`config.mk`:
```
export PLATFORM = sky130hd
export DESIGN_NAME = supply_monitor_reset_logic
export DESIGN_NICKNAME = d
export VERILOG_FILES = /design/src/hdl/supply_monitor_reset_logic.v /design/src/hdl/sync_two_flop.v
export VERILOG_INCLUDE_DIRS = /design/src /design/src/hdl
export SDC_FILE = /design/constraint.sdc
export NUM_CORES = 1
export LEC_CHECK = 0
export BUFFER_PORTS_ARGS = -buffer_cell sky130_fd_sc_hd__buf_4
export CORE_ASPECT_RATIO = 1.1
export CORE_UTILIZATION = 55
export CTS_CLUSTER_SIZE = 14
export DETAILED_ROUTE_END_ITERATION = 10
export HOLD_SLACK_MARGIN = 0.03
export PLACE_DENSITY = 0.78
export RECOVER_POWER = 100
export SLEW_MARGIN = 20
export SYNTH_ARGS = -nofsm -noshare
export SYNTH_HDL_FRONTEND = slang
export SYNTH_SLANG_ARGS = --single-unit
```
`constraint.sdc`:
```
create_clock -name clk -period 4.5 [get_ports clk]
set_input_delay 0.9 -clock clk [delete_from_list [all_inputs] [get_ports clk]]
set_output_delay 0.9 -clock clk [all_outputs]
set_load 0.02 [all_outputs]
```
`src/hdl/supply_monitor_consts.vh`:
```
// constants for the supply monitor and reset logic
`ifndef SUPPLY_MONITOR_CONSTS_VH
`define SUPPLY_MONITOR_CONSTS_VH

// ============================================================
// register offsets
`define OFS_LEVEL_SEL 8'h00
`define OFS_MON1_CTL 8'h04
`define OFS_MON2_CTL 8'h08
`define OFS_MON1_STAT 8'h0C
`define OFS_MON2_STAT 8'h10
`define OFS_RST_CAUSE 8'h14
`define OFS_INT_STAT 8'h18
`define OFS_INT_MASK 8'h1C
`define OFS_SW_RESET 8'h20

// ============================================================
// level select fields
`define LVL1_LO 0
`define LVL1_HI 3
`define LVL2_LO 4
`define LVL2_HI 5
`define LVL1_MAX 4'h8
`define LVL0_MAX 2'h2

// ============================================================
// channel control fields
`define CTL_RST_EN 0
`define CTL_REL_FALL 1
`define CTL_INT_EN 2
`define CTL_NMI_SEL 3
`define CTL_EDGE_LO 4
`define CTL_EDGE_HI 5
`define EDGE_FALL 2'h0
`define EDGE_RISE 2'h1

// ============================================================
// status fields
`define STAT_CROSS 0
`define STAT_LEVEL 1
`define INT_IRQ1 0
`define INT_IRQ2 1
`define INT_NMI1 2
`define INT_NMI2 3

// ============================================================
// reset cause bits
`define CAUSE_PIN 0
`define CAUSE_POR 1
`define CAUSE_MON0 2
`define CAUSE_MON1 3
`define CAUSE_MON2 4
`define CAUSE_WDT 5
`define CAUSE_SW 6

// ============================================================
// reset values and key
`define RV_LEVEL1 4'h0
`define RV_LEVEL2 2'h0
`define RV_CTL 6'h00
`define RV_MASK 2'h0
`define SW_RESET_KEY 8'hA5

// ============================================================
// timing
`define CLK_PERIOD_NS 50
`define RESTART_NS 100000
`define RESTART_CYC ((`RESTART_NS + `CLK_PERIOD_NS - 1) / `CLK_PERIOD_NS)

`endif

```
`src/hdl/supply_monitor_reset_logic.v`:
```
// supply monitor channels, reset sequencer and register file
//
// Implementation choices: the address-and-strobe port and the register offsets.
`timescale 1ns/1ps
`include "supply_monitor_consts.vh"
module supply_monitor_reset_logic (
    // clock and reset
    input wire clk,
    input wire rst,
    // pins and analog comparators
    input wire ext_reset_pin_n,
    input wire por_above,
    input wire mon0_above,
    input wire mon1_above,
    input wire mon2_above,
    // option word and watchdog
    input wire [1:0] option_config_word_1,
    input wire wdt_underflow,
    input wire wdt_refresh_err,
    // register port
    input wire [7:0] addr,
    input wire [7:0] wr_data,
    input wire wr_en,
    input wire rd_en,
    output reg [7:0] rd_data,
    // level selects to comparators
    output reg [1:0] monitor0_level_select,
    output reg [3:0] monitor1_level_field,
    output reg [1:0] monitor2_level_field,
    // reset and interrupts
    output reg sys_reset,
    output reg irq,
    output reg nmi
);

// ============================================================
// sequencer states
localparam [1:0] ST_RUN = 2'b00;
localparam [1:0] ST_HOLD = 2'b01;
localparam [1:0] ST_DELAY = 2'b10;
localparam integer RESTART_INT = `RESTART_CYC;
localparam [11:0] RESTART_CYCLES = RESTART_INT[11:0];
localparam [11:0] CNT_ONE = 12'h001;
localparam [11:0] CNT_ZERO = 12'h000;

// ============================================================
// functions
function edge_hit;
    input [1:0] sel;
    input rise;
    input fall;
    begin
        case (sel)
            `EDGE_FALL: edge_hit = fall;
            `EDGE_RISE: edge_hit = rise;
            default: edge_hit = rise | fall;
        endcase
    end
endfunction

function [7:0] w1c;
    input [7:0] cur;
    input [7:0] data;
    input hit;
    begin
        w1c = hit ? (cur & ~data) : cur;
    end
endfunction

// ============================================================
// synchronised inputs
wire [4:0] sy;
reg por_prev_r;
reg mon1_prev_r;
reg mon2_prev_r;

sync_two_flop #(
    .WIDTH(5)
) u_sync (
    .clk(clk),
    .rst(rst),
    // idle-high levels except por_above go in inverted so the flops' reset reads as idle
    .async_in({~ext_reset_pin_n, por_above, ~mon0_above, ~mon1_above,
        ~mon2_above}),
    .sync_out(sy)
);

wire pin_n_s = ~sy[4];
wire por_s = sy[3];
wire mon0_s = ~sy[2];
wire mon1_s = ~sy[1];
wire mon2_s = ~sy[0];

wire por_rise = por_s & ~por_prev_r;
wire mon1_rise = mon1_s & ~mon1_prev_r;
wire mon1_fall = ~mon1_s & mon1_prev_r;
wire mon2_rise = mon2_s & ~mon2_prev_r;
wire mon2_fall = ~mon2_s & mon2_prev_r;

always @(posedge clk or posedge rst) begin
    if (rst) begin
        por_prev_r <= 1'b0;
        mon1_prev_r <= 1'b1;
        mon2_prev_r <= 1'b1;
    end else begin
        por_prev_r <= por_s;
        mon1_prev_r <= mon1_s;
        mon2_prev_r <= mon2_s;
    end
end

// ============================================================
// configuration registers
reg [5:0] ctl1_r;
reg [5:0] ctl2_r;
reg [1:0] mask_r;
reg strap_done_r;

wire wr_lvl = wr_en && (addr == `OFS_LEVEL_SEL);
wire wr_ctl1 = wr_en && (addr == `OFS_MON1_CTL);
wire wr_ctl2 = wr_en && (addr == `OFS_MON2_CTL);
wire wr_st1 = wr_en && (addr == `OFS_MON1_STAT);
wire wr_st2 = wr_en && (addr == `OFS_MON2_STAT);
wire wr_cause = wr_en && (addr == `OFS_RST_CAUSE);
wire wr_ist = wr_en && (addr == `OFS_INT_STAT);
wire wr_mask = wr_en && (addr == `OFS_INT_MASK);
wire wr_sw = wr_en && (addr == `OFS_SW_RESET);
wire [3:0] lvl1_wr = wr_data[`LVL1_HI:`LVL1_LO];

// option word is a strap: caught once, right after reset release
always @(posedge clk or posedge rst) begin
    if (rst) begin
        strap_done_r <= 1'b0;
        monitor0_level_select <= 2'h0;
    end else if (!strap_done_r) begin
        strap_done_r <= 1'b1;
        // code 3 has no level of its own; mapped to the top one
        if (option_config_word_1 > `LVL0_MAX) begin
            monitor0_level_select <= `LVL0_MAX;
        end else begin
            monitor0_level_select <= option_config_word_1;
        end
    end
end

always @(posedge clk or posedge rst) begin
    if (rst) begin
        monitor1_level_field <= `RV_LEVEL1;
        monitor2_level_field <= `RV_LEVEL2;
        ctl1_r <= `RV_CTL;
        ctl2_r <= `RV_CTL;
        mask_r <= `RV_MASK;
    end else begin
        if (wr_lvl) begin
            // codes past the ninth level are dropped, field keeps value
            if (lvl1_wr <= `LVL1_MAX) begin
                monitor1_level_field <= lvl1_wr;
            end
            monitor2_level_field <= wr_data[`LVL2_HI:`LVL2_LO];
        end
        if (wr_ctl1) begin
            ctl1_r <= wr_data[`CTL_EDGE_HI:0];
        end
        if (wr_ctl2) begin
            ctl2_r <= wr_data[`CTL_EDGE_HI:0];
        end
        if (wr_mask) begin
            mask_r <= wr_data[`INT_IRQ2:`INT_IRQ1];
        end
    end
end

// ============================================================
// crossing flags and interrupt status
reg cross1_r;
reg cross2_r;
reg [3:0] ist_r;
reg [3:0] ist_nxt;
reg [3:0] ev;
wire [7:0] ist_kept = w1c({4'h0, ist_r}, wr_data, wr_ist);

wire ev1 = ctl1_r[`CTL_INT_EN] &&
    edge_hit(ctl1_r[`CTL_EDGE_HI:`CTL_EDGE_LO], mon1_rise, mon1_fall);
wire ev2 = ctl2_r[`CTL_INT_EN] &&
    edge_hit(ctl2_r[`CTL_EDGE_HI:`CTL_EDGE_LO], mon2_rise, mon2_fall);

always @* begin
    ev = 4'h0;
    ev[`INT_IRQ1] = ev1 & ~ctl1_r[`CTL_NMI_SEL];
    ev[`INT_NMI1] = ev1 & ctl1_r[`CTL_NMI_SEL];
    ev[`INT_IRQ2] = ev2 & ~ctl2_r[`CTL_NMI_SEL];
    ev[`INT_NMI2] = ev2 & ctl2_r[`CTL_NMI_SEL];
    // set wins over a clear in the same cycle
    ist_nxt = ist_kept[3:0] | ev;
end

always @(posedge clk or posedge rst) begin
    if (rst) begin
        cross1_r <= 1'b0;
        cross2_r <= 1'b0;
        ist_r <= 4'h0;
        irq <= 1'b0;
        nmi <= 1'b0;
    end else begin
        cross1_r <= (cross1_r & ~(wr_st1 & wr_data[`STAT_CROSS])) |
            mon1_rise | mon1_fall;
        cross2_r <= (cross2_r & ~(wr_st2 & wr_data[`STAT_CROSS])) |
            mon2_rise | mon2_fall;
        ist_r <= ist_nxt;
        irq <= |(ist_nxt[`INT_IRQ2:`INT_IRQ1] & mask_r);
        // non-maskable path ignores the mask on purpose
        nmi <= ist_nxt[`INT_NMI1] | ist_nxt[`INT_NMI2];
    end
end

// ============================================================
// reset sources
// level sources hold reset; pulse sources only start the delay
wire hold_pin = ~pin_n_s;
wire hold_mon0 = ~mon0_s;
wire hold_mon1 = ctl1_r[`CTL_RST_EN] & ~ctl1_r[`CTL_REL_FALL] & ~mon1_s;
wire hold_mon2 = ctl2_r[`CTL_RST_EN] & ~ctl2_r[`CTL_REL_FALL] & ~mon2_s;
wire trig_mon1 = ctl1_r[`CTL_RST_EN] & ctl1_r[`CTL_REL_FALL] & mon1_fall;
wire trig_mon2 = ctl2_r[`CTL_RST_EN] & ctl2_r[`CTL_REL_FALL] & mon2_fall;
wire trig_wdt = wdt_underflow | wdt_refresh_err;
wire trig_sw = wr_sw && (wr_data == `SW_RESET_KEY);

wire hold_any = hold_pin | hold_mon0 | hold_mon1 | hold_mon2;
wire trig_any = por_rise | trig_mon1 | trig_mon2 | trig_wdt | trig_sw;

reg [6:0] cause_r;
reg [6:0] cause_ev;
wire [7:0] cause_kept = w1c({1'b0, cause_r}, wr_data, wr_cause);

always @* begin
    cause_ev = 7'h00;
    cause_ev[`CAUSE_PIN] = hold_pin;
    cause_ev[`CAUSE_POR] = por_rise;
    cause_ev[`CAUSE_MON0] = hold_mon0;
    cause_ev[`CAUSE_MON1] = hold_mon1 | trig_mon1;
    cause_ev[`CAUSE_MON2] = hold_mon2 | trig_mon2;
    cause_ev[`CAUSE_WDT] = trig_wdt;
    cause_ev[`CAUSE_SW] = trig_sw;
end

always @(posedge clk or posedge rst) begin
    if (rst) begin
        cause_r <= 7'h00;
    end else begin
        cause_r <= cause_kept[6:0] | cause_ev;
    end
end

// ============================================================
// reset sequencer
reg [1:0] state_r;
reg [1:0] state_nxt;
reg [11:0] cnt_r;
reg [11:0] cnt_nxt;

always @* begin
    state_nxt = state_r;
    cnt_nxt = cnt_r;
    case (state_r)
        ST_RUN: begin
            if (hold_any) begin
                state_nxt = ST_HOLD;
            end else if (trig_any) begin
                state_nxt = ST_DELAY;
                cnt_nxt = RESTART_CYCLES;
            end
        end
        ST_HOLD: begin
            // release delay counts from the moment the hold drops
            if (!hold_any) begin
                state_nxt = ST_DELAY;
                cnt_nxt = RESTART_CYCLES;
            end
        end
        ST_DELAY: begin
            if (hold_any) begin
                state_nxt = ST_HOLD;
            end else if (trig_any) begin
                cnt_nxt = RESTART_CYCLES;
            end else if (cnt_r == CNT_ONE) begin
                state_nxt = ST_RUN;
                cnt_nxt = CNT_ZERO;
            end else begin
                cnt_nxt = cnt_r - CNT_ONE;
            end
        end
        default: begin
            state_nxt = ST_HOLD;
            cnt_nxt = CNT_ZERO;
        end
    endcase
end

always @(posedge clk or posedge rst) begin
    if (rst) begin
        state_r <= ST_HOLD;
        cnt_r <= CNT_ZERO;
        sys_reset <= 1'b1;
    end else begin
        state_r <= state_nxt;
        cnt_r <= cnt_nxt;
        sys_reset <= (state_nxt != ST_RUN);
    end
end

// ============================================================
// read port
reg [7:0] rd_mux;

always @* begin
    rd_mux = 8'h00;
    case (addr)
        `OFS_LEVEL_SEL: begin
            rd_mux[`LVL1_HI:`LVL1_LO] = monitor1_level_field;
            rd_mux[`LVL2_HI:`LVL2_LO] = monitor2_level_field;
        end
        `OFS_MON1_CTL: rd_mux[`CTL_EDGE_HI:0] = ctl1_r;
        `OFS_MON2_CTL: rd_mux[`CTL_EDGE_HI:0] = ctl2_r;
        `OFS_MON1_STAT: begin
            rd_mux[`STAT_CROSS] = cross1_r;
            rd_mux[`STAT_LEVEL] = mon1_s;
        end
        `OFS_MON2_STAT: begin
            rd_mux[`STAT_CROSS] = cross2_r;
            rd_mux[`STAT_LEVEL] = mon2_s;
        end
        `OFS_RST_CAUSE: rd_mux[`CAUSE_SW:0] = cause_r;
        `OFS_INT_STAT: rd_mux[`INT_NMI2:0] = ist_r;
        `OFS_INT_MASK: rd_mux[`INT_IRQ2:`INT_IRQ1] = mask_r;
        default: rd_mux = 8'h00;
    endcase
end

// data stand only in the cycle after the strobe
always @(posedge clk or posedge rst) begin
    if (rst) begin
        rd_data <= 8'h00;
    end else if (rd_en) begin
        rd_data <= rd_mux;
    end else begin
        rd_data <= 8'h00;
    end
end

endmodule // supply_monitor_reset_logic

```
`src/hdl/sync_two_flop.v`:
```
// two-flop synchroniser for asynchronous level inputs
`timescale 1ns/1ps
module sync_two_flop #(
    parameter WIDTH = 5
) (
    // clock and reset
    input wire clk,
    input wire rst,
    // levels
    input wire [WIDTH-1:0] async_in,
    output reg [WIDTH-1:0] sync_out
);

reg [WIDTH-1:0] meta_r;

// ============================================================
// stages
// first stage feeds the second stage only
always @(posedge clk or posedge rst) begin
    if (rst) begin
        meta_r <= {WIDTH{1'b0}};
        sync_out <= {WIDTH{1'b0}};
    end else begin
        meta_r <= async_in;
        sync_out <= meta_r;
    end
end

endmodule // sync_two_flop

```
==> impl_metrics.prom <==
# TYPE chip_impl_metric gauge
chip_impl_metric{name="gp_congestion",unit=""} 0.922
chip_impl_info{name="critPathKind",value="input port to asynchronous set/reset pin"} 1
chip_impl_metric{name="power.share.sequential",unit=""} 0.529
chip_impl_metric{name="grt_pass1_vias",unit=""} 2728
chip_impl_metric{name="power.share.switching",unit=""} 0.253
chip_impl_metric{name="post_drt_via_cell_ratio",unit=""} 6.06
chip_impl_metric{name="worst-path-max-fanout",unit=""} 48
chip_impl_metric{name="share_of_total_power_in_combinational_logic",unit=""} 0.107
chip_impl_info{name="cp-end-kind",value="asynchronous set/reset pin"} 1
chip_impl_metric{name="p_total",unit="uW"} 1380
chip_impl_metric{name="timing.reg2reg.worst_path_depth",unit=""} 6
chip_impl_metric{name="final-max-slew-violation-count",unit=""} 49
chip_impl_info{name="failing_checks",value="max-capacitance violations, max-slew violations"} 1
chip_impl_metric{name="clock_tree.buffer_depth",unit=""} 2
chip_impl_metric{name="grt_antenna_before_repair",unit=""} 0
chip_impl_metric{name="grt_pass1_wl",unit="mm"} 13.3
chip_impl_metric{name="grt_start_max_net_pins",unit=""} 49
chip_impl_metric{name="finalNonFillerCells",unit=""} 450
chip_impl_metric{name="post_synth_num_cell_types",unit=""} 52
chip_impl_metric{name="htree_levels",unit=""} 3
chip_impl_metric{name="die_y",unit="um"} 85.0
chip_impl_info{name="crit-reg2reg-capture",value="cnt_r[6]$_DFFE_PP0P_"} 1
chip_impl_metric{name="initial_core_util",unit=""} 0.582
chip_impl_metric{name="final.setup_skew",unit="ns"} 0.0120
chip_impl_metric{name="postSynthCellCount",unit=""} 324
chip_impl_metric{name="yosysWarnings",unit=""} 0
chip_impl_metric{name="postSynthAreaPerCell",unit="um^2"} 10.6
chip_impl_metric{name="ctsResizeCount",unit=""} 0
chip_impl_metric{name="ant_nets",unit=""} 0
chip_impl_info{name="cts_tree",value="built"} 1
chip_impl_info{name="timing.hold.worst.start",value="u_sync.meta_r[4]$_DFF_PP0_"} 1
chip_impl_info{name="cp_cell_instances",value="clkbuf_4 -> clkinvlp_2 -> clkbuf_1"} 1
chip_impl_metric{name="placement.io_buffers",unit=""} 46
chip_impl_info{name="worst_setup_path_start_kind",value="input port"} 1
chip_impl_metric{name="finalSetupViolCount",unit=""} 0
chip_impl_metric{name="asyncSetResetFlopFracSynth",unit=""} 1.00
chip_impl_metric{name="sequential_area_share_after_synthesis",unit=""} 0.532
chip_impl_metric{name="maxSlewHeadroom",unit=""} -0.347
chip_impl_metric{name="gr-usage-all-layers",unit=""} 0.264
chip_impl_metric{name="fmax",unit="MHz"} 331
chip_impl_metric{name="finalNetCount",unit=""} 403
chip_impl_metric{name="timing.critical_path.required",unit="ns"} 4.72
chip_impl_metric{name="crit_arrival",unit="ns"} 3.25
chip_impl_info{name="critPathSlowestCell",value="clkinvlp_2"} 1
chip_impl_metric{name="grt_overflow",unit=""} 0
chip_impl_metric{name="layout-area-overhead-vs-synth",unit="%"} 13.9
chip_impl_metric{name="cts_sinks",unit=""} 73
chip_impl_metric{name="final.min_clock_period",unit="ns"} 3.02
chip_impl_metric{name="dp_cells",unit=""} 434
chip_impl_metric{name="cts_hold_buffers",unit=""} 0
chip_impl_metric{name="post-route-util",unit=""} 0.663
chip_impl_info{name="rsz_0062_raised_after_global_routing",value="false"} 1
chip_impl_metric{name="post-route-period-util",unit=""} 0.672
chip_impl_metric{name="cell_row_count",unit=""} 29
chip_impl_info{name="status",value="complete, but fails checks"} 1
chip_impl_metric{name="critical_path.max_stage_delay",unit="ns"} 1.14
chip_impl_info{name="root_buffer",value="clkbuf_8"} 1
chip_impl_metric{name="min_delay_path_depth",unit=""} 0
chip_impl_metric{name="power.internal",unit="uW"} 1030
chip_impl_metric{name="ioPinCount",unit=""} 48
chip_impl_info{name="timing.rr.start",value="u_sync.sync_out[1]$_DFF_PP0_"} 1
chip_impl_metric{name="power.net_switching",unit="uW"} 349
chip_impl_metric{name="clk_transition_reported_paths",unit="ns"} 0.07
chip_impl_info{name="hp-class",value="flop to flop"} 1
chip_impl_info{name="hold_path_end",value="u_sync.sync_out[4]$_DFF_PP0_"} 1
chip_impl_metric{name="via_count",unit=""} 2729
chip_impl_metric{name="vdd_ir_drop_max",unit="uV"} 244
chip_impl_metric{name="syn_area",unit="um^2"} 3440
chip_impl_metric{name="tightest_slew",unit="ns"} 2.01
chip_impl_metric{name="initialDrtViolationCount",unit=""} 245
chip_impl_metric{name="design.core.area",unit="um^2"} 5910
chip_impl_metric{name="cts_setup_buffers",unit=""} 0
chip_impl_metric{name="clkPwrFrac",unit=""} 0.364
chip_impl_metric{name="cts-buffers-inserted",unit=""} 9
chip_impl_metric{name="rrSetupSlack",unit="ns"} 1.64
chip_impl_metric{name="place_hpwl",unit="mm"} 5.78
chip_impl_metric{name="antenna_cells",unit=""} 0
chip_impl_metric{name="max_cap_violations",unit=""} 1
chip_impl_metric{name="power_per_cell_area",unit="nW/um^2"} 351
chip_impl_metric{name="die_x_extent",unit="um"} 77.4
chip_impl_info{name="synthFlopType",value="dfrtp_1"} 1
chip_impl_metric{name="postSynthNetCount",unit=""} 359
chip_impl_metric{name="synth-seq-cells",unit=""} 73
chip_impl_metric{name="p_leak",unit="uW"} 0.00172
chip_impl_metric{name="number_of_enable_flip_flop_cells_after_synthesis",unit=""} 0
chip_impl_metric{name="final-hold-violation-count",unit=""} 0
chip_impl_metric{name="final_tns_setup",unit="ns"} 0
chip_impl_metric{name="drt_pass1_iterations",unit=""} 5
chip_impl_metric{name="dieArea",unit="um^2"} 6580
chip_impl_metric{name="wirelength",unit="mm"} 7.82
chip_impl_metric{name="post_route_cells_drive_above_1_share",unit=""} 0.174
chip_impl_metric{name="wl_per_cell",unit="um"} 17.4
chip_impl_metric{name="drcViolationCount",unit=""} 0
chip_impl_metric{name="insertion_delay_of_the_later_clocked_pin_in_the_worst_skew_pair",unit="ns"} 0.34
==> logic make-up (layout without fill, tap and decap cells) <==
family	Yosys count	count (layout)	synth area share
simple gates	105	105	0.161
compound gates	88	88	0.184
flops	73	73	0.532
buf+inv	30	79	0.0338
mux	20	20	0.0654
fa+ha+maj	6	6	0.0218
other cells	2	2	0.00218
==> power by group through the flow <==
stage	Combinational, uW	Sequential [uW]	Clock [uW]
global route	165	731	538
floorplan	95.8	734	0
CTS	154	726	513
finish	147	727	501
global placement	149	738	0
detailed placement	154	738	0
==> worst max-delay path, delay by kind of cell <==
| family | cells | cell delay (ns) |
|---|---|---|
| buffers and inverters | 3 | 2.34 |
==> synthesized netlist by cell type (3+ instances only) <==
cell type	number	area, um^2
a211o_1	4	35.0
a21o_1	7	52.6
a21oi_1	10	50.1
a22o_1	7	61.3
a22oi_1	11	82.6
a31oi_1	4	25.0
and2_1	4	25.0
and3_1	7	43.8
clkbuf_1	13	48.8
dfrtp_1	69	1730
dfstp_2	4	105
ha_1	6	75.1
inv_1	16	60.1
mux2_2	20	225
nand2_1	35	131
nand2b_1	4	25.0
nand3_1	11	55.1
nor2_1	10	37.5
nor3_1	8	40.0
nor4_1	5	31.3
o211ai_1	4	30.0
o21ai_0	16	80.1
o31ai_1	3	22.5
==> cell usage in the layout (no fill, tap or decap), drive strengths merged, types with 8 or more instances in the layout <==
cell and count:
inv 15, o21ai 18, nor2 10, a21oi 11, nor3 8, clkbuf 43
buf 17, nand3 11, a22oi 11, mux2 20, dfrtp 69, nand2 35
==> area by class of cell <==
class | instances | area, um^2
Clock buffer | 13 | 149
Clock inverter | 3 | 40.0
Fill cell | 519 | 1990
Inverter | 16 | 61.3
Multi-Input combinational cell | 221 | 1470
Sequential cell | 73 | 1830
Tap cell | 77 | 96.3
Timing Repair Buffer | 47 | 270
==> state kept, by name, indices dropped and copies added (netlist names) <==
register,flops
monitor2_level_field,2
mask_r,2
irq,1
monitor1_level_field,4
monitor0_level_select,2
mon1_prev_r,1
u_sync.sync_out,5
cross2_r,1
strap_done_r,1
mon2_prev_r,1
ctl2_r,6
por_prev_r,1
cause_r,7
state_r,2
ist_r,4
cross1_r,1
nmi,1
ctl1_r,6
sys_reset,1
rd_data,7
cnt_r,12
u_sync.meta_r,5
==> metal layers <==
layer,share of wire,global-route usage,vias to the layer above,wire length (um)
li1,-,-,1277,-
met3,0.073,0.0656,26,573
met4,0.037,0.134,0,289
met5,0,0,-,0
met2,0.47,0.411,145,3660
met1,0.42,0.345,1281,3300
==> worst max path at each step <==
stage | start | endpoint | depth (start not counted)
finish | rst | rd_data[0]$_DFF_PP0_ | 3
global route | rst | mask_r[0]$_DFFE_PP0P_ | 3
CTS | u_sync.sync_out[1]$_DFF_PP0_ | cnt_r[4]$_DFFE_PP0P_ | 7
detailed placement | wdt_refresh_err | cnt_r[4]$_DFFE_PP0P_ | 7
global placement | wdt_refresh_err | cnt_r[4]$_DFFE_PP0P_ | 7
floorplan | rst | cause_r[0]$_DFF_PP0_ | 1
==> stage by stage <==
| stage | worst slack (ns) | area, um^2 | hold slack (ns) |
|---|---|---|---|
| floorplan | 1.75 | 3440 | 0.331 |
| global placement | 1.63 | 3830 | 0.332 |
| detailed placement | 1.54 | 3830 | 0.335 |
| CTS | 1.87 | 4020 | 0.352 |
| global route | 0.857 | 3920 | 0.357 |
| finish | 1.48 | 3920 | 0.350 |
(Power assumes the default switching activity.)
